### src/common/acs_pkg.sv
// Purpose: shared constants for the converter channel sequencer control block
// Assumes: one 250 MHz clock, AHB-Lite register access
// Notes:   control word layout keeps the converter's own bit positions
package acs_pkg;
  localparam int unsigned CLK_MHZ        = 250;
  localparam int unsigned CONV_PERIODS   = 13;
  localparam int unsigned RES_BITS       = 12;
  // byte offsets of the bus-visible registers
  localparam logic [7:0]  OFS_CTRL       = 8'h00;
  localparam logic [7:0]  OFS_STATUS     = 8'h04;
  localparam logic [7:0]  OFS_RAW        = 8'h08;
  localparam logic [7:0]  OFS_RESULT     = 8'h0C;
  // control word fields
  localparam int unsigned B_RANGE        = 0;
  localparam int unsigned B_SEQ_LO       = 1;
  localparam int unsigned B_SEQ_HI       = 2;
  localparam int unsigned B_TYPE_LO      = 3;
  localparam int unsigned B_TYPE_HI      = 4;
  localparam int unsigned B_ADDR_LO      = 5;
  localparam int unsigned B_ADDR_HI      = 6;
  localparam int unsigned B_CODING       = 9;
  localparam int unsigned B_PWR_LO       = 10;
  localparam int unsigned B_PWR_HI       = 11;
  localparam int unsigned CTRL_W         = 12;
  localparam logic [11:0] CTRL_RST       = 12'h000;
  localparam logic [11:0] CTRL_WMASK     = 12'hF7F;
  // input type encodings {hi,lo}
  localparam logic [1:0]  TYPE_SINGLE    = 2'h0;
  localparam logic [1:0]  TYPE_PSEUDO    = 2'h1;
  localparam logic [1:0]  TYPE_DIFF      = 2'h2;
  // sequencer encodings {hi,lo}
  localparam logic [1:0]  SEQ_OFF        = 2'h0;
  localparam logic [1:0]  SEQ_RUN        = 2'h3;
  // negative input code meaning analog ground
  localparam logic [2:0]  NEG_GND        = 3'h4;
  localparam logic [11:0] TWOS_FLIP      = 12'h800;
  localparam logic [1:0]  HTRANS_NONSEQ  = 2'h2;
  localparam logic [2:0]  HSIZE_WORD     = 3'h2;
  typedef enum logic [1:0] {ACS_IDLE, ACS_CONV, ACS_DONE} acs_state_e;
endpackage

### src/core/acs_core.sv
// Purpose: control of a four-input 12-bit converter: input decode, sequencer, timing, coding
// Assumes: conv_start_n and conv_clock_in are synchronous to hclk; one OKAY AHB-Lite slave
// Notes:   sar_bit_i is the comparator decision taken on each converter clock
// How it works
// - type bits pick single, differential or pseudo
// - single-ended: address picks positive, negative grounded
// - differential pairs 0/1, 1/0, 2/3, 3/2
// - pseudo differential pairs same as differential
// - conversion takes thirteen converter clock periods
// - new start before thirteen periods aborts the conversion
// - sequencer off: last written address converts
// - sequencer on: channel 0 to final, repeat
// - differential sequencing skips inverse pairs
// - sequencer steps on conversion start falling edge
// - inputs sampled then disconnected during conversion
// - coding bit selects binary or twos complement
// - range bit selects reference or double span
// - power bits select power saving behaviour
// - coding bit sits at control bit 9
// - channel address at control bits 6,5
// - input type at control bits 4,3
// - sequencer bits at control bits 2,1
`timescale 1ns/1ps
module acs_core
(
  input  wire logic        hclk,            // system clock
  input  wire logic        hresetn,         // async reset, active low
  input  wire logic        hsel,            // slave select
  input  wire logic [7:0]  haddr,           // byte address
  input  wire logic [1:0]  htrans,          // transfer type
  input  wire logic        hwrite,          // write strobe
  input  wire logic [2:0]  hsize,           // transfer size
  input  wire logic        hready,          // bus ready
  input  wire logic [31:0] hwdata,          // write data
  output logic      [31:0] hrdata,          // read data
  output logic             hreadyout,       // slave ready
  output logic             hresp,           // always OKAY
  input  wire logic        conv_start_n,    // conversion start, active low
  input  wire logic        conv_clock_in,   // converter clock
  input  wire logic        sar_bit_i,       // comparator decision
  output logic      [2:0]  pos_sel,         // positive input pin
  output logic      [2:0]  neg_sel,         // negative input pin, 4 = ground
  output logic             track,           // inputs connected to arrays
  output logic             range_double,    // 0 to 2xref span
  output logic      [1:0]  power_sel,       // power mode bits
  output logic             busy,            // conversion running
  output logic             done_pulse       // result valid, one cycle
);
  typedef struct packed {
    logic [11:0]          ctrl;
    logic [1:0]           chan;
    acs_pkg::acs_state_e  st;
    logic [3:0]           cnt;
    logic [11:0]          sar;
    logic [11:0]          raw;
    logic [11:0]          res;
    logic                 cs_prev;
    logic                 ck_prev;
    logic                 aborted;
    logic                 wr_pend;
    logic                 wr_is;
    logic [7:0]           addr;
    logic [31:0]          rdata;
    logic [2:0]           pos;
    logic [2:0]           neg;
    logic                 track;
    logic                 done;
    logic                 busy;
  } acs_s;

  acs_s q_q;
  acs_s d_d;

  logic [1:0] ityp;
  logic [1:0] seqm;
  logic [1:0] fin;
  logic       cs_fall;
  logic       ck_rise;
  logic       ck_fall;

  // input routing for one channel address under one type
  function automatic logic [5:0] route(input logic [1:0] typ, input logic [1:0] a);
    logic [2:0] p;
    logic [2:0] n;
    p = {1'b0, a};
    n = acs_pkg::NEG_GND;
    // type decode; reserved type pairs as differential
    if (typ != acs_pkg::TYPE_SINGLE)
    begin
      // partner is the other pin of the pair
      n = {1'b0, a[1], ~a[0]};
    end
    // single-ended keeps ground on the negative side
    return {p, n};
  endfunction

  ////////////////////////////////////////////////////////////////////////////
  assign ityp    = q_q.ctrl[acs_pkg::B_TYPE_HI:acs_pkg::B_TYPE_LO];
  assign seqm    = q_q.ctrl[acs_pkg::B_SEQ_HI:acs_pkg::B_SEQ_LO];
  assign fin     = q_q.ctrl[acs_pkg::B_ADDR_HI:acs_pkg::B_ADDR_LO];
  assign cs_fall = q_q.cs_prev & ~conv_start_n;
  assign ck_rise = ~q_q.ck_prev & conv_clock_in;
  assign ck_fall = q_q.ck_prev & ~conv_clock_in;

  always_comb
  begin
    logic [5:0]  rt;
    logic [1:0]  nxt;
    logic        diffm;
    logic [11:0] coded;
    rt    = 6'h00;
    nxt   = 2'h0;
    coded = 12'h000;
    diffm = (ityp != acs_pkg::TYPE_SINGLE);
    d_d   = q_q;
    d_d.cs_prev = conv_start_n;
    d_d.ck_prev = conv_clock_in;
    d_d.done    = 1'b0;

    // bus data phase completes the write
    if (q_q.wr_pend)
    begin
      d_d.wr_pend = 1'b0;
      // fixed field positions; reserved bit 7 stays 0
      if (q_q.wr_is && q_q.addr == acs_pkg::OFS_CTRL)
      begin
        d_d.ctrl = hwdata[acs_pkg::CTRL_W-1:0] & acs_pkg::CTRL_WMASK;
        // new write restarts the channel choice
        d_d.chan = 2'h0;
      end
    end
    if (hsel && hready && htrans == acs_pkg::HTRANS_NONSEQ)
    begin
      d_d.wr_pend = hwrite;
      d_d.wr_is   = hwrite;
      d_d.addr    = haddr;
      if (haddr == acs_pkg::OFS_CTRL)
        d_d.rdata = {20'h00000, q_q.ctrl};
      else if (haddr == acs_pkg::OFS_STATUS)
        d_d.rdata = {25'h0000000, q_q.aborted, q_q.st == acs_pkg::ACS_CONV, q_q.chan,
                     q_q.cnt[1:0], q_q.track};
      else if (haddr == acs_pkg::OFS_RAW)
        d_d.rdata = {20'h00000, q_q.raw};
      else if (haddr == acs_pkg::OFS_RESULT)
        d_d.rdata = {20'h00000, q_q.res};
      else
        d_d.rdata = 32'h00000000;
    end

    case (q_q.st)
      acs_pkg::ACS_IDLE, acs_pkg::ACS_DONE:
      begin
        d_d.st = acs_pkg::ACS_IDLE;
        // start edge launches conversion on current channel
        if (cs_fall)
        begin
          // reserved sequencer codes behave as off
          if (seqm != acs_pkg::SEQ_RUN)
            rt = route(ityp, fin);
          else
            rt = route(ityp, q_q.chan);
          d_d.pos     = rt[5:3];
          d_d.neg     = rt[2:0];
          d_d.track   = 1'b0;
          d_d.st      = acs_pkg::ACS_CONV;
          d_d.busy    = 1'b1;
          d_d.cnt     = 4'h0;
          d_d.sar     = 12'h000;
          d_d.aborted = 1'b0;
          if (seqm == acs_pkg::SEQ_RUN)
          begin
            nxt = diffm ? q_q.chan + 2'h2 : q_q.chan + 2'h1;
            // wrap back to channel 0 after the final
            if (q_q.chan >= (diffm ? {fin[1], 1'b0} : fin))
              nxt = 2'h0;
            d_d.chan = nxt;
          end
        end
      end
      acs_pkg::ACS_CONV:
      begin
        if (ck_rise && q_q.cnt < 4'(acs_pkg::RES_BITS))
          d_d.sar = {q_q.sar[10:0], sar_bit_i};
        // a period counts when its falling edge completes
        if (ck_fall)
          d_d.cnt = q_q.cnt + 4'h1;
        if (ck_fall && q_q.cnt == 4'(acs_pkg::CONV_PERIODS - 1))
        begin
          coded    = q_q.ctrl[acs_pkg::B_CODING] ? q_q.sar ^ acs_pkg::TWOS_FLIP : q_q.sar;
          d_d.raw  = q_q.sar;
          d_d.res  = coded;
          d_d.done = 1'b1;
          d_d.track = 1'b1;
          d_d.st   = acs_pkg::ACS_DONE;
          d_d.busy = 1'b0;
        end
        // new start before all periods aborts
        else if (cs_fall)
        begin
          d_d.aborted = 1'b1;
          d_d.busy    = 1'b0;
          d_d.track   = 1'b1;
          d_d.st      = acs_pkg::ACS_IDLE;
        end
      end
      default:
        d_d.st = acs_pkg::ACS_IDLE;
    endcase
  end

  always_ff @(posedge hclk or negedge hresetn)
  begin
    if (!hresetn)
    begin
      q_q         <= '0;
      q_q.ctrl    <= acs_pkg::CTRL_RST;
      q_q.st      <= acs_pkg::ACS_IDLE;
      q_q.cs_prev <= 1'b1;
      q_q.track   <= 1'b1;
      q_q.neg     <= acs_pkg::NEG_GND;
    end
    else
      q_q <= d_d;
  end

  ////////////////////////////////////////////////////////////////////////////
  assign hrdata       = q_q.rdata;
  assign hreadyout    = 1'b1;
  assign hresp        = 1'b0;
  assign pos_sel      = q_q.pos;
  assign neg_sel      = q_q.neg;
  assign track        = q_q.track;
  // span select passed to the analog front end
  assign range_double = q_q.ctrl[acs_pkg::B_RANGE];
  // power bits drive the power controller
  assign power_sel    = q_q.ctrl[acs_pkg::B_PWR_HI:acs_pkg::B_PWR_LO];
  assign busy         = q_q.busy;
  assign done_pulse   = q_q.done;

  ////////////////////////////////////////////////////////////////////////////
  // done only after thirteen falling edges
  done_count_a: assert property (@(posedge hclk) disable iff (!hresetn)
    $rose(done_pulse) |-> $past(q_q.cnt) == 4'(acs_pkg::CONV_PERIODS - 1))
    else $error("result before thirteen periods");
  abort_clean_a: assert property (@(posedge hclk) disable iff (!hresetn)
    busy && cs_fall && !ck_fall |=> !done_pulse && q_q.aborted)
    else $error("abort did not stop conversion");
  track_off_a: assert property (@(posedge hclk) disable iff (!hresetn)
    busy |-> !track)
    else $error("inputs connected during conversion");
  single_gnd_a: assert property (@(posedge hclk) disable iff (!hresetn)
    $rose(busy) && ityp == acs_pkg::TYPE_SINGLE |-> neg_sel == acs_pkg::NEG_GND)
    else $error("single-ended negative not ground");
  diff_pair_a: assert property (@(posedge hclk) disable iff (!hresetn)
    $rose(busy) && ityp == acs_pkg::TYPE_DIFF |-> neg_sel == (pos_sel ^ 3'h1))
    else $error("differential pairing wrong");
  seq_off_a: assert property (@(posedge hclk) disable iff (!hresetn)
    $rose(busy) && seqm == acs_pkg::SEQ_OFF |-> pos_sel[1:0] == fin)
    else $error("wrong channel with sequencer off");
  no_inverse_a: assert property (@(posedge hclk) disable iff (!hresetn)
    $rose(busy) && seqm == acs_pkg::SEQ_RUN && ityp != acs_pkg::TYPE_SINGLE
    |-> !pos_sel[0])
    else $error("inverse pair converted");
  coding_a: assert property (@(posedge hclk) disable iff (!hresetn)
    done_pulse |-> q_q.res == (q_q.ctrl[acs_pkg::B_CODING] ? q_q.raw ^ acs_pkg::TWOS_FLIP
                               : q_q.raw))
    else $error("result coding wrong");
  // start edge starts conversion next cycle
  start_a: assert property (@(posedge hclk) disable iff (!hresetn)
    !busy && cs_fall |=> busy)
    else $error("start edge ignored");
  pseudo_pair_a: assert property (@(posedge hclk) disable iff (!hresetn)
    $rose(busy) && ityp == acs_pkg::TYPE_PSEUDO |-> neg_sel == (pos_sel ^ 3'h1))
    else $error("pseudo differential pairing wrong");
  seq_range_a: assert property (@(posedge hclk) disable iff (!hresetn)
    $rose(busy) && seqm == acs_pkg::SEQ_RUN |-> pos_sel[1:0] <= fin)
    else $error("sequence beyond final channel");
  seq_step_a: assert property (@(posedge hclk) disable iff (!hresetn)
    !busy && cs_fall && seqm == acs_pkg::SEQ_RUN && ityp == acs_pkg::TYPE_SINGLE
    && q_q.chan < fin |=> q_q.chan == $past(q_q.chan) + 2'h1)
    else $error("sequencer did not step");
  done_idle_a: assert property (@(posedge hclk) disable iff (!hresetn)
    done_pulse |-> track && !busy)
    else $error("inputs not reconnected at result");

  conv_done_c: cover property (@(posedge hclk) disable iff (!hresetn) done_pulse);
  abort_c:     cover property (@(posedge hclk) disable iff (!hresetn) $rose(q_q.aborted));
  seq_wrap_c:  cover property (@(posedge hclk) disable iff (!hresetn)
    seqm == acs_pkg::SEQ_RUN && cs_fall && q_q.chan != 2'h0 ##1 q_q.chan == 2'h0);
  pseudo_c:    cover property (@(posedge hclk) disable iff (!hresetn)
    $rose(busy) && ityp == acs_pkg::TYPE_PSEUDO);
endmodule

### config.mk
export PLATFORM = sky130hd
export DESIGN_NAME = acs_core
export DESIGN_NICKNAME = d
export VERILOG_FILES = /design/src/common/acs_pkg.sv /design/src/core/acs_core.sv
export SDC_FILE = /design/constraint.sdc
export NUM_CORES = 1
export LEC_CHECK = 0
export BUFFER_PORTS_ARGS = -buffer_cell sky130_fd_sc_hd__buf_2
export CAP_MARGIN = 20
export CORE_MARGIN = 2
export CORE_UTILIZATION = 46
export DETAILED_ROUTE_END_ITERATION = 8
export PLACE_DENSITY = 0.71
export SETUP_SLACK_MARGIN = 0.2
export SYNTH_ARGS = -nofsm -noshare
export SYNTH_HDL_FRONTEND = slang
export SYNTH_SLANG_ARGS = --single-unit
### constraint.sdc
create_clock -name hclk -period 4.6 [get_ports hclk]
set_input_delay 0 -clock hclk [delete_from_list [all_inputs] [get_ports hclk]]
set_output_delay 0 -clock hclk [all_outputs]
set_load 0.01 [all_outputs]
# Word level (Yosys, flattened, before mapping)
# Cells that the tools add are included.
# W data, S select, Z words.
[classes] addsub=3 n_lt_le_gt_ge=2 eq_ne=15 muxes=34 bitwise_logic=9 n_reduce_logical=18
[op_table] operator="$mux W12" n=6
[op_table] operator="$mux W42" n=1
[op_table] operator="$pmux W16 S2" n=1
[op_table] operator="$mux W20" n=1
[op_table] operator="$eq A8 B4 Y1 const B" n=2
[op_table] operator="$logic_not A8 Y1" n=2
[op_table] operator="$mux W2" n=8
[op_table] operator="$ne A2 B2 Y1 const B" n=5
[op_table] operator="$mux W1" n=9
[op_table] operator="$reduce_and A3 Y1" n=3
[op_table] operator="$eq A8 B3 Y1 const B" n=1
[op_table] operator="$eq A2 B2 Y1 const B" n=3
[op_table] operator="$mux W3" n=2
[op_table] operator="$not A1 Y1" n=6
[op_table] operator="$pmux W1 S2" n=3
[op_table] operator="$reduce_and A2 Y1" n=3
[op_table] operator="$logic_and A1 B1 Y1" n=5
[op_table] operator="$mux W5" n=1
[op_table] operator="$add A4 B1 Y4 const B" n=1
[op_table] operator="$eq A4 B4 Y1 const B" n=1
[op_table] operator="$lt A4 B4 Y1 const B" n=1
[op_table] operator="$mux W4" n=1
[op_table] operator="$pmux W2 S2" n=1
[op_table] operator="$reduce_and A4 Y1" n=1
[op_table] operator="other kinds (10)" n=13
[totals] regBits=108 elab_cells=100

# Depth between registers and ports, before layout
# Gate-level depths: netlist (run 1).
[depth] depth_word=7 depth_mapped=7

# Least setup slack after synthesis (run 1)
# OpenSTA, ideal clock, no wires.
[synth_timing] kind="reg2reg" start="reg q_q, in the netlist ityp[1]" end="reg q_q[97] in the netlist's numbering" setup_time_ns=0.083 t_arrival_ns=1.629 required_time_ns=4.517 setup_slack_ns=2.888 stages_incl_launch_ff=8 synth_period_minus_slack_ns=1.712 cell_sequence="dfrtp_1 -> nor2_1 -> and2_1 -> ha_1 -> nand2b_1 -> a2111oi_2 -> o21ai_0 -> o21ai_0"
[synth_rtl] item="from (decl)" line="acs_core.sv:71" text="acs_s q_q;"

# Worst setup path in the final report (run 1)
[layout_timing] start="reg q_q[95] in the netlist's numbering" end="reg q_q[67] in the netlist's numbering"
[layout_via] elab_chain_len=2
[layout_lines] item="$eq A2 B1 Y1" line="acs_core.sv:150" text="case (q_q.st)"
[layout_lines] item="$reduce_and A2 Y1 (no source line)"
# Every way passes these cells.
# A chain may end at the register's enable or synchronous reset.

==> qor.txt, run 1 <==
first-pass GRT wire length: 11400 um
Worst Setup SP: q_q[95]
FF-to-FF Start: q_q[95]
# Max-Cap Violations: 0
core area: 7730 um^2
Num CTS Buffers: 9
critical setup path kind: flip-flop to flip-flop
synthesis-stage register bit count: 77
setup ws final: 2.56 ns
Synth Area in XOR/XNOR: 0.720%
worst vdd ir: 0.000173 V
Final Routed Wirelength: 6740 um
sequential-to-total area share from yosys stat: 52.9%
fin crit period: 2.04 ns
Sw Share: 27.0%
DR WL/cell: 13.7 um
Pre-antenna DRT Iters: 4
cell taking the most area after synthesis: dfrtp_1
endpoints failing setup: 0
Clock Power Share: 34.1%
top cell type's share of synthesized area: 50.7%
CP max FO: 15
RD Place Congestion: 0.743
Worst Min Path Start: haddr[3]
Clock Pin Slew Worst Setup and Hold Paths: 0.08 ns
setup_tns: 0 ns
vias in the first global route: 2448
ANT nets after route: 0
RSZ-0062 raised after global routing: false
Crit. End Element: flip-flop
cell internal pwr: 1.13 mW
Reg power frac: 51.6%
Main synth FF type: dfrtp_1
fraction of the mapped netlist area in simple logic gates: 11.2%
CTS tree: yes
Final period util: 44.3%
largest net degree at the start of global routing: 78
Worst Skew: 0.0117 ns
# clock sinks: 77
Hold WS: 0.107 ns
Area Overhead vs Synth: 14.5%
largest family of logic cells by synthesized area: multiplexers
synth top area cells: dfrtp_1 51%, buf_4 8.8%, mux2_2 8.0%
Starting Density: 47.2%
Post-synth EDFFs: 0
PortBufs: 51
initial antenna violation count: 0
P_sw: 417 uW
Die X-Extent: 93.1 um
vias: 2414
Worst Path Arrival: 2.25 ns
fraction of layout cells with a size suffix above 1: 28.3%
status: completed
Comb pwr share: 14.3%
io pins: 99
class of the worst hold path: input pin to flip-flop
Die Ht: 93.1 um
# fillers: 664
clock insertion delay at the later pin of the skew report: 0.34 ns
ys async rst share: 100%
YS warnings: 0
Post-Synthesis Cells: 332
leakage: 2.01 nW
Die ar.: 8670 um^2
Remaining DRCs: 0
Synth Cell Area: 3650 um^2
complex-gate fraction of the synthesized area: 8.70%
Final Hold Viols: 0
Iteration-0 DRC Markers: 158
max_slew headroom: 36.2%
# diodes: 0
Total Routing Usage GR: 16.9%
total gr overflow: 0
CP required: 4.82 ns
Adder-Cell Fraction of Synth Area: 1.37%
Cell Pwr Density: 369 nW/um^2
Least-Margin Pin Slew: 0.957 ns
Cell variety after synth: 43
via/cell ratio: 4.92
multiplexer area fraction after synthesis: 13.6%
worst slack, placed: 2.58 ns
Max Freq: 491 MHz
# rows: 32
clock tree root buffer cell: clkbuf_8
critical path launch point type: flip-flop
dpl hpwl: 4380 um
syn avg cell area: 11.0 um^2
CTS H-tree depth: 3
Max clock buf depth: 2
fin nets: 441
Pins Over Slew Limit: 0
[power groups by stage]
stage / Combinational [mW] / Clock, mW / Sequential [mW]
after floorplan: 0.170 / 0 / 0.794
after global placement: 0.201 / 0 / 0.804
after detailed placement: 0.208 / 0 / 0.807
after CTS: 0.224 / 0.536 / 0.795
after global routing: 0.254 / 0.567 / 0.805
final: 0.221 / 0.525 / 0.796
[stage by stage]
| stage | utilization [%] | instances | area [um^2] | power, mW |
|---|---|---|---|---|
| floorplan | - | 353 | 3730 | 0.964 |
| global placement | 48.5 | 453 | 3750 | 1.01 |
| detailed placement | 48.5 | 453 | 3750 | 1.02 |
| CTS | 54.1 | 491 | 4180 | 1.56 |
| global route | 54.1 | 491 | 4180 | 1.63 |
| finish | 54.1 | 491 | 4180 | 1.54 |
[cell type report]
class / instances / area (um^2) / share of cell area (%)
clock inverters: 5 / 58.8 / 1.41
flip-flops and latches: 77 / 1930 / 46.2
multi-input cells: 213 / 1390 / 33.2
well taps: 102 / 128 / 3.05
inverters: 8 / 30.0 / 0.718
clock buffers: 11 / 151 / 3.62
repair buffers: 75 / 493 / 11.8
[cell usage after synthesis (all sizes together) (3+ instances only)]
master and n:
a22oi 3, inv 8, mux2 33, o21ai 28, ha 4, a21oi 8, nor2 18, clkbuf 6
o31ai 5, a21o 3, nor3 3, dfstp 3, dfrtp 74, buf 49, mux2i 10, nand2 47
[worst max-delay path, stage by stage, from the launching register on]
cell      delay [ns]
dfrtp_1         0.41
and4bb_4        0.36
and4_1          0.74
mux2_2          0.41
[cell usage in the layout (no fill, tap or decap), drive strengths merged, types with 2 or more instances in the layout]
cell         count
dlygate4sd3     22
and4             2
a22o             2
o21ai           28
inv              8
nand4b           2
o31ai            5
dfstp            3
and2             2
clkinv           2
clkbuf          11
ha               4
mux2            33
buf             53
conb            23
nor3             3
nor2            18
a22oi            3
nor4             2
xor2             2
nand2           47
dfrtp           74
clkinvlp         2
nor3b            2
a21o             3
a21oi            8
mux2i           10
[flip-flops by register name, indices dropped and copies added, names as in the netlist]
register and count:
pos_sel 2, range_double 1, fin 2, track 1, neg_sel 3, power_sel 2, hrdata 12, q_q 50
ityp 2, done_pulse 1, busy 1
[path summary, 6_finish.rpt]
kind	to	slack [ns]	depth (start not counted)
worst min-delay path	hrdata[7]	0.11	3
worst min register to register	neg_sel[2]	0.46	2
min in group asynchronous	busy	0.35	2
worst max-delay path	q_q[67]	2.56	3
worst max register to register	q_q[67]	2.56	3
max in group asynchronous	hrdata[6]	3.63	2
[cells by family after synthesis]
kind of cell    Yosys count
compound gates           53
xor+xnor                  3
fa+ha+maj                 4
buf+inv                  63
flops                    77
mux                      43
other cells               2
simple gates             87
[routing by layer]
| layer | global-route usage, % | vias to the layer above | share of wire, % |
|---|---|---|---|
| li1 | - | 1169 | - |
| met1 | 21.6 | 1175 | 46 |
| met2 | 27.8 | 63 | 48 |
| met3 | 4.27 | 7 | 4.2 |
| met4 | 6.37 | 0 | 1.4 |
| met5 | 0 | - | 0 |
[repair_timing]
| action | in CTS | in global routing |
|---|---|---|
| hold buffers | 22 | 0 |
| setup buffers | 0 | 0 |
| endpoints found under the hold margin | 96 | 0 |
| gates resized for setup | 0 | 0 |
No activity file was read; power rests on OpenSTA's default activity.
==> run 2: changes to the inputs <==
PLACE_DENSITY = 0.74   (was 0.71)
clock period = 1.7 ns   (was 4.6 ns; I/O delays follow)
==> run 2 against run 1 <==
  * Clock skew fell by 0.0029 ns
  * Flip-flop and latch count did not move
  * Routed wire length rose by 13%
  * Critical path type unchanged
  * Critical path depth rose by 4
  * Critical endpoint is now q_q[97]
  * Highest routed layer unchanged
  * Non-clock buffer count rose by 23
  * Design area rose by 7.6%
  * Hold slack got worse by 0.025 ns
  * First-iteration DRC count rose by 18%
  * Register-to-register slack got worse by 2.5 ns
==> qor.txt, run 2 (same netlist as run 1, synthesis figures left out) <==
fraction of layout cells with a size suffix above 1: 34.5% (+6.2 points)
first-pass GRT wire length: 11900 um (+4.5%)
FF-to-FF Start: ityp[0]
Post-Place Cell Area: 3870 um^2 (+3.1%)
vias in the first global route: 2487 (+1.6%)
leakage: 2.18 nW (+8.6%)
Iteration-0 DRC Markers: 186 (+18%)
setup_tns: 0 ns (unchanged)
largest net degree at the start of global routing: 34 (-56%)
Hold WS: 0.0824 ns (-0.0250 ns)
Crit. End Element: flip-flop
CTS tree: yes
# clock sinks: 77 (unchanged)
most frequent cells in the layout: 73 x dfrtp_1, 50 x buf_2, 47 x nand2_1, 23 x o21ai_0, 23 x conb_1
total gr overflow: 0 (unchanged)
vias: 2570 (+6.5%)
RD Place Congestion: 0.783 (+5.4%)
leading cell type in the layout, fill and taps excluded: dfrtp_1
Worst Path Arrival: 1.94 ns (-0.31 ns)
Reg-to-Reg End: q_q[97]
hold depth: 3 (unchanged)
Pre-antenna DRT Iters: 4 (unchanged)
Final Hold Viols: 0 (unchanged)
RSZ-0062 raised after global routing: true
# diodes: 0 (unchanged)
initial antenna violation count: 0 (unchanged)
worst vdd ir: 0.000477 V (+180%)
class of the worst hold path: input pin to flip-flop
# Max-Cap Violations: 0 (unchanged)
# rows: 32 (unchanged)
clock tree root buffer cell: clkbuf_8
Clock Pin Slew Worst Setup and Hold Paths: 0.08 ns (about the same)
dpl hpwl: 4750 um (+8.4%)
Remaining DRCs: 0 (unchanged)
status: completed
setup ws final: 0.0352 ns (-2.53 ns)
ANT nets after route: 0 (unchanged)
placed insts: 464 (+2.4%)
Die X-Extent: 93.1 um (unchanged)
Num CTS Buffers: 9 (unchanged)
critical setup path kind: flip-flop to flip-flop
fin crit period: 1.66 ns (-0.372 ns)
DR WL/cell: 14.8 um (+7.5%)
Pwr Total: 4.38 mW (+180%)
endpoints failing setup: 0 (unchanged)
design area: 4500 um^2 (+7.6%)
Cell Pwr Density: 974 nW/um^2 (+160%)
R2R Setup Slk: 0.04 ns (-2.53 ns)
Worst Min Path Start: haddr[3]
critical path launch point type: flip-flop
Hold Path End: hrdata[7]
Area Overhead vs Synth: 23.2%
Reg2Reg Depth: 7 (+4)
Final Util: 58.2% (+4.1 points)
core area: 7730 um^2 (unchanged)
CTS H-tree depth: 3 (unchanged)
Max clock buf depth: 2 (unchanged)
PortBufs: 51 (unchanged)
CP required: 1.97 ns (-2.85 ns)
Final Routed Wirelength: 7580 um (+13%)
fin nets: 464 (+5.2%)
Die ar.: 8670 um^2 (unchanged)
Final period util: 97.9% (+54 points)
via/cell ratio: 5.00 (+1.7%)
Die Ht: 93.1 um (unchanged)
largest register by flop count: q_q
Starting Density: 47.2% (unchanged)
worst slack, placed: 0.0689 ns (-2.51 ns)
final non-filler cell total: 514 (+4.7%)
CP max FO: 3 (-12)
io pins: 99 (unchanged)
Pins Over Slew Limit: 0 (unchanged)
Worst Skew: 0.00875 ns (-0.00290 ns)
clock insertion delay at the later pin of the skew report: 0.35 ns (about the same)
Total Routing Usage GR: 17.8% (+0.95 points)
Max Freq: 601 MHz (+22%)
number of flip-flops under the largest register name: 50 (unchanged)
-- run 2: changes by cell type in the layout (fill, tap and decap cells not counted), moves of 5 or more --
cell and delta:
buf_4 +16, buf_6 +5, mux2_2 -8, mux2_4 +8, o21ai_0 -5, o21ai_1 +5
-- run 2: what timing repair did --
action | in CTS | in global routing
endpoints found under the setup margin | 27 | 50
gates cloned | 2 | 0
endpoints found under the hold margin | 54 | 0
setup buffers | 5 | 5
hold buffers | 22 | 0
pin swaps | 2 | 4
gates resized for setup | 15 | 17
-- run 2: power breakdown --
group          switching [mW]  leakage (nW)  internal, mW
registers               0.140          1.00          2.01
clock network           0.658         0.107         0.821
logic                   0.385          1.07         0.365
-- run 2: layout make-up --
type                    count  area [um^2]
clock buffers              11          131
clock inverters             5         75.1
fillers                   612         3230
inverters                   8         30.0
multi-input cells         213         1490
flip-flops and latches     77         1930
well taps                 102          128
repair buffers             98          717
-- run 2: worst max path at each step --
stage	start	slack, ns	to	depth (start not counted)
2_1_floorplan	q_q[95]	0.12	q_q[71]	5
3_3_place_gp	q_q[95]	0.10	q_q[70]	4
3_5_place_dp	ityp[0]	0.07	q_q[97]	7
4_1_cts	ityp[0]	0.05	q_q[97]	7
5_1_grt	ityp[0]	-0.06	q_q[96]	7
6_report	ityp[0]	0.04	q_q[97]	7
-- run 2: layer usage --
layer / track usage (%) / part of all wire (%) / up-vias
li1: - / - / 1218
met1: 22.4 / 44 / 1273
met2: 30.5 / 50 / 67
met3: 2.26 / 3.8 / 12
met4: 8.70 / 1.6 / 0
met5: 0 / 0 / -
-- run 2: critical path: stages (launching register included) --
cell,delay [ns]
dfrtp_1,0.42
nor2_2,0.13
and2_1,0.13
ha_1,0.24
nand2b_4,0.16
a2111oi_4,0.32
o21ai_1,0.10
o21ai_0,0.09
==> run 3: changes to the inputs <==
GPL_TIMING_DRIVEN = 0   (was unset)
==> run 3 against run 2 <==
  * Flip-flop and latch count is the same
  * Design area grew 13%
  * First-iteration DRC count shrank 30%
  * Via count grew 9.2%
  * Critical endpoint unchanged
  * Combinational power grew 24%
  * Power grew 11%
  * Hold slack lost 0.054 ns
  * Worst setup slack lost 0.024 ns
  * Largest cell class unchanged
  * Fmax shrank 1.4%
  * Clock-buffer cell count is the same
==> qor.txt, run 3 (same netlist as run 1, synthesis figures left out) <==
vias: 2807 (+9.2%)
clock tree root buffer cell: clkbuf_8
CP required: 1.98 ns (about the same)
Pins Over Slew Limit: 0 (unchanged)
Area Overhead vs Synth: 39.8%
fin nets: 519 (+12%)
Die ar.: 8670 um^2 (unchanged)
Pre-antenna DRT Iters: 4 (unchanged)
worst vdd ir: 0.000503 V (+5.6%)
Top delay family on crit path: compound AO/OA/AOI/OAI gates
leakage: 2.53 nW (+16%)
dpl hpwl: 5250 um (+11%)
CTS H-tree depth: 3 (unchanged)
P_sw: 1.27 mW (+7.7%)
Worst path max stage delay: 0.44 ns (+0.02 ns)
Max clock buf depth: 2 (unchanged)
Worst Skew: 0.00968 ns (+0.000933 ns)
largest net degree at the start of global routing: 66 (+94%)
io pins: 99 (unchanged)
via/cell ratio: 4.93 (-1.3%)
met3 WL post-DR: 323 um (+11%)
leading cell type in the layout, fill and taps excluded: dfrtp_1
CTS tree: yes
critical setup path kind: flip-flop to flip-flop
CP Cell Sequence: nor2_4 -> and2_4 -> ha_4 -> nand2b_4 -> a2111oi_4 -> o21ai_1 -> o21ai_1
# rows: 32 (unchanged)
cell internal pwr: 3.57 mW (+12%)
Crit. End Element: flip-flop
Num CTS Buffers: 9 (unchanged)
core area: 7730 um^2 (unchanged)
Worst Path Arrival: 1.97 ns (+0.03 ns)
Max Freq: 592 MHz (-1.4%)
most frequent cells in the layout: 69 x dfrtp_1, 60 x buf_4, 51 x buf_2, 36 x nand2_1, 23 x conb_1
Total Routing Usage GR: 19.6% (+1.8 points)
Final Hold Viols: 0 (unchanged)
Post-Place Cell Area: 4180 um^2 (+8.2%)
fraction of layout cells with a size suffix above 1: 46.0% (+12 points)
CP max stage cell: dfrtp_2
# fillers: 560 (-8.5%)
PortBufs: 51 (unchanged)
Cell Pwr Density: 949 nW/um^2 (-2.5%)
endpoints failing setup: 0 (unchanged)
crit path buf inv count: 0 (unchanged)
setup_tns: 0 ns (unchanged)
CP max FO: 4 (+1)
first-pass GRT wire length: 13000 um (+9.3%)
Sw Share: 26.3% (-0.69 points)
Die Ht: 93.1 um (unchanged)
top metal layer carrying routed signals: met4
DR WL/cell: 15.3 um (+3.4%)
# clock sinks: 77 (unchanged)
most used cell, CP: o21ai_1
class of the worst hold path: input pin to async pin
clock insertion delay at the later pin of the skew report: 0.35 ns (about the same)
DRT met1 WL: 3630 um (+8.3%)
ANT nets after route: 0 (unchanged)
number of flip-flops under the largest register name: 50 (unchanged)
Hold WS: 0.0282 ns (-0.0542 ns)
Comb pwr share: 19.3% (+2.2 points)
Final Util: 66.0% (+7.8 points)
critical path launch point type: flip-flop
Final period util: 99.4% (+1.4 points)
# Max-Cap Violations: 0 (unchanged)
Iteration-0 DRC Markers: 131 (-30%)
Die X-Extent: 93.1 um (unchanged)
total gr overflow: 0 (unchanged)
largest register by flop count: q_q
# diodes: 0 (unchanged)
Remaining DRCs: 0 (unchanged)
Clock Power Share: 35.9% (+2.1 points)
design area: 5100 um^2 (+13%)
setup ws final: 0.0107 ns (-0.0244 ns)
RD Place Congestion: 0.776 (-0.84%)
Reg power frac: 44.8% (-4.3 points)
initial antenna violation count: 0 (unchanged)
worst slack, placed: -0.116 ns (-0.185 ns)
wire length on met2: 4480 um (+17%)
status: completed
fin crit period: 1.69 ns (+0.0244 ns)
RSZ-0062 raised after global routing: true
Starting Density: 47.2% (unchanged)
Clock Pin Slew Worst Setup and Hold Paths: 0.08 ns (about the same)
Final Routed Wirelength: 8680 um (+14%)
vias in the first global route: 2706 (+8.8%)
run 3: changes by cell type in the layout (fill, tap and decap cells not counted), moves of 6 or more:
| cell | previous run | this run |
|---|---|---|
| buf_4 | 19 | 60 |
| nand2_1 | 47 | 36 |
| nand2_2 | 0 | 6 |
| o21ai_0 | 23 | 11 |
| o21ai_1 | 5 | 11 |
| o21ai_2 | 0 | 6 |
run 3: power by group through the flow:
stage / sequential (mW) / combinational [mW] / clock [mW]
2_1_floorplan: 2.15 / 0.482 / 0
3_3_place_gp: 2.18 / 0.662 / 0
3_5_place_dp: 2.19 / 0.693 / 0
4_1_cts: 2.16 / 0.770 / 1.75
5_1_grt: 2.19 / 1.02 / 1.84
6_report: 2.17 / 0.933 / 1.74
run 3: final cells by class:
type / instances / area [um^2] / area share [%]
inverters: 8 / 30.0 / 0.588
plain buffers: 55 / 423 / 8.29
clock inverters: 5 / 106 / 2.08
multi-input cells: 213 / 1590 / 31.2
repair buffers: 98 / 734 / 14.4
flip-flops and latches: 77 / 1940 / 38.0
clock buffers: 11 / 151 / 2.97
well taps: 102 / 128 / 2.50
run 3: path summary, 6_finish.rpt:
kind	slack (ns)	to	depth (start not counted)	from
setup / recovery	0.01	q_q[97]	7	ityp[0]
setup reg to reg	0.01	q_q[97]	7	ityp[0]
min in group hclk	0.07	hrdata[7]	4	haddr[0]
max in group asynchronous	1.08	q_q[53]	3	hresetn
hold / removal	0.03	q_q[83]	2	hresetn
hold reg to reg	0.48	track	2	track
run 3: what timing repair did:
action | 4_1_cts | 5_1_grt
resized for setup | 18 | 63
buffers inserted | 9 | 12
hold endpoints to repair | 95 | 0
setup endpoints to repair | 42 | 41
gates cloned | 0 | 3
pin swaps | 4 | 11
hold buffers | 22 | 0
run 3: worst register-to-register path: cells and delay by family, from the launching register on:
kind                     cells  cell delay [ns]
adder cells (fa/ha/maj)      1             0.19
AO/OA/AOI/OAI                3             0.54
AND/OR/NAND/NOR              3             0.45
flip-flops                   1             0.44
run 3: routing by layer:
layer | vias up | global-route usage, %
li1 | 1328 | -
met1 | 1381 | 23.9
met2 | 74 | 33.4
met3 | 24 | 3.46
met4 | 0 | 10.0
met5 | - | 0
run 3: stage by stage:
| stage | power, mW | cells |
|---|---|---|
| after floorplan | 2.63 | 353 |
| after global placement | 2.84 | 506 |
| after detailed placement | 2.88 | 507 |
| after CTS | 4.68 | 554 |
| after global routing | 5.05 | 569 |
| final | 4.84 | 569 |
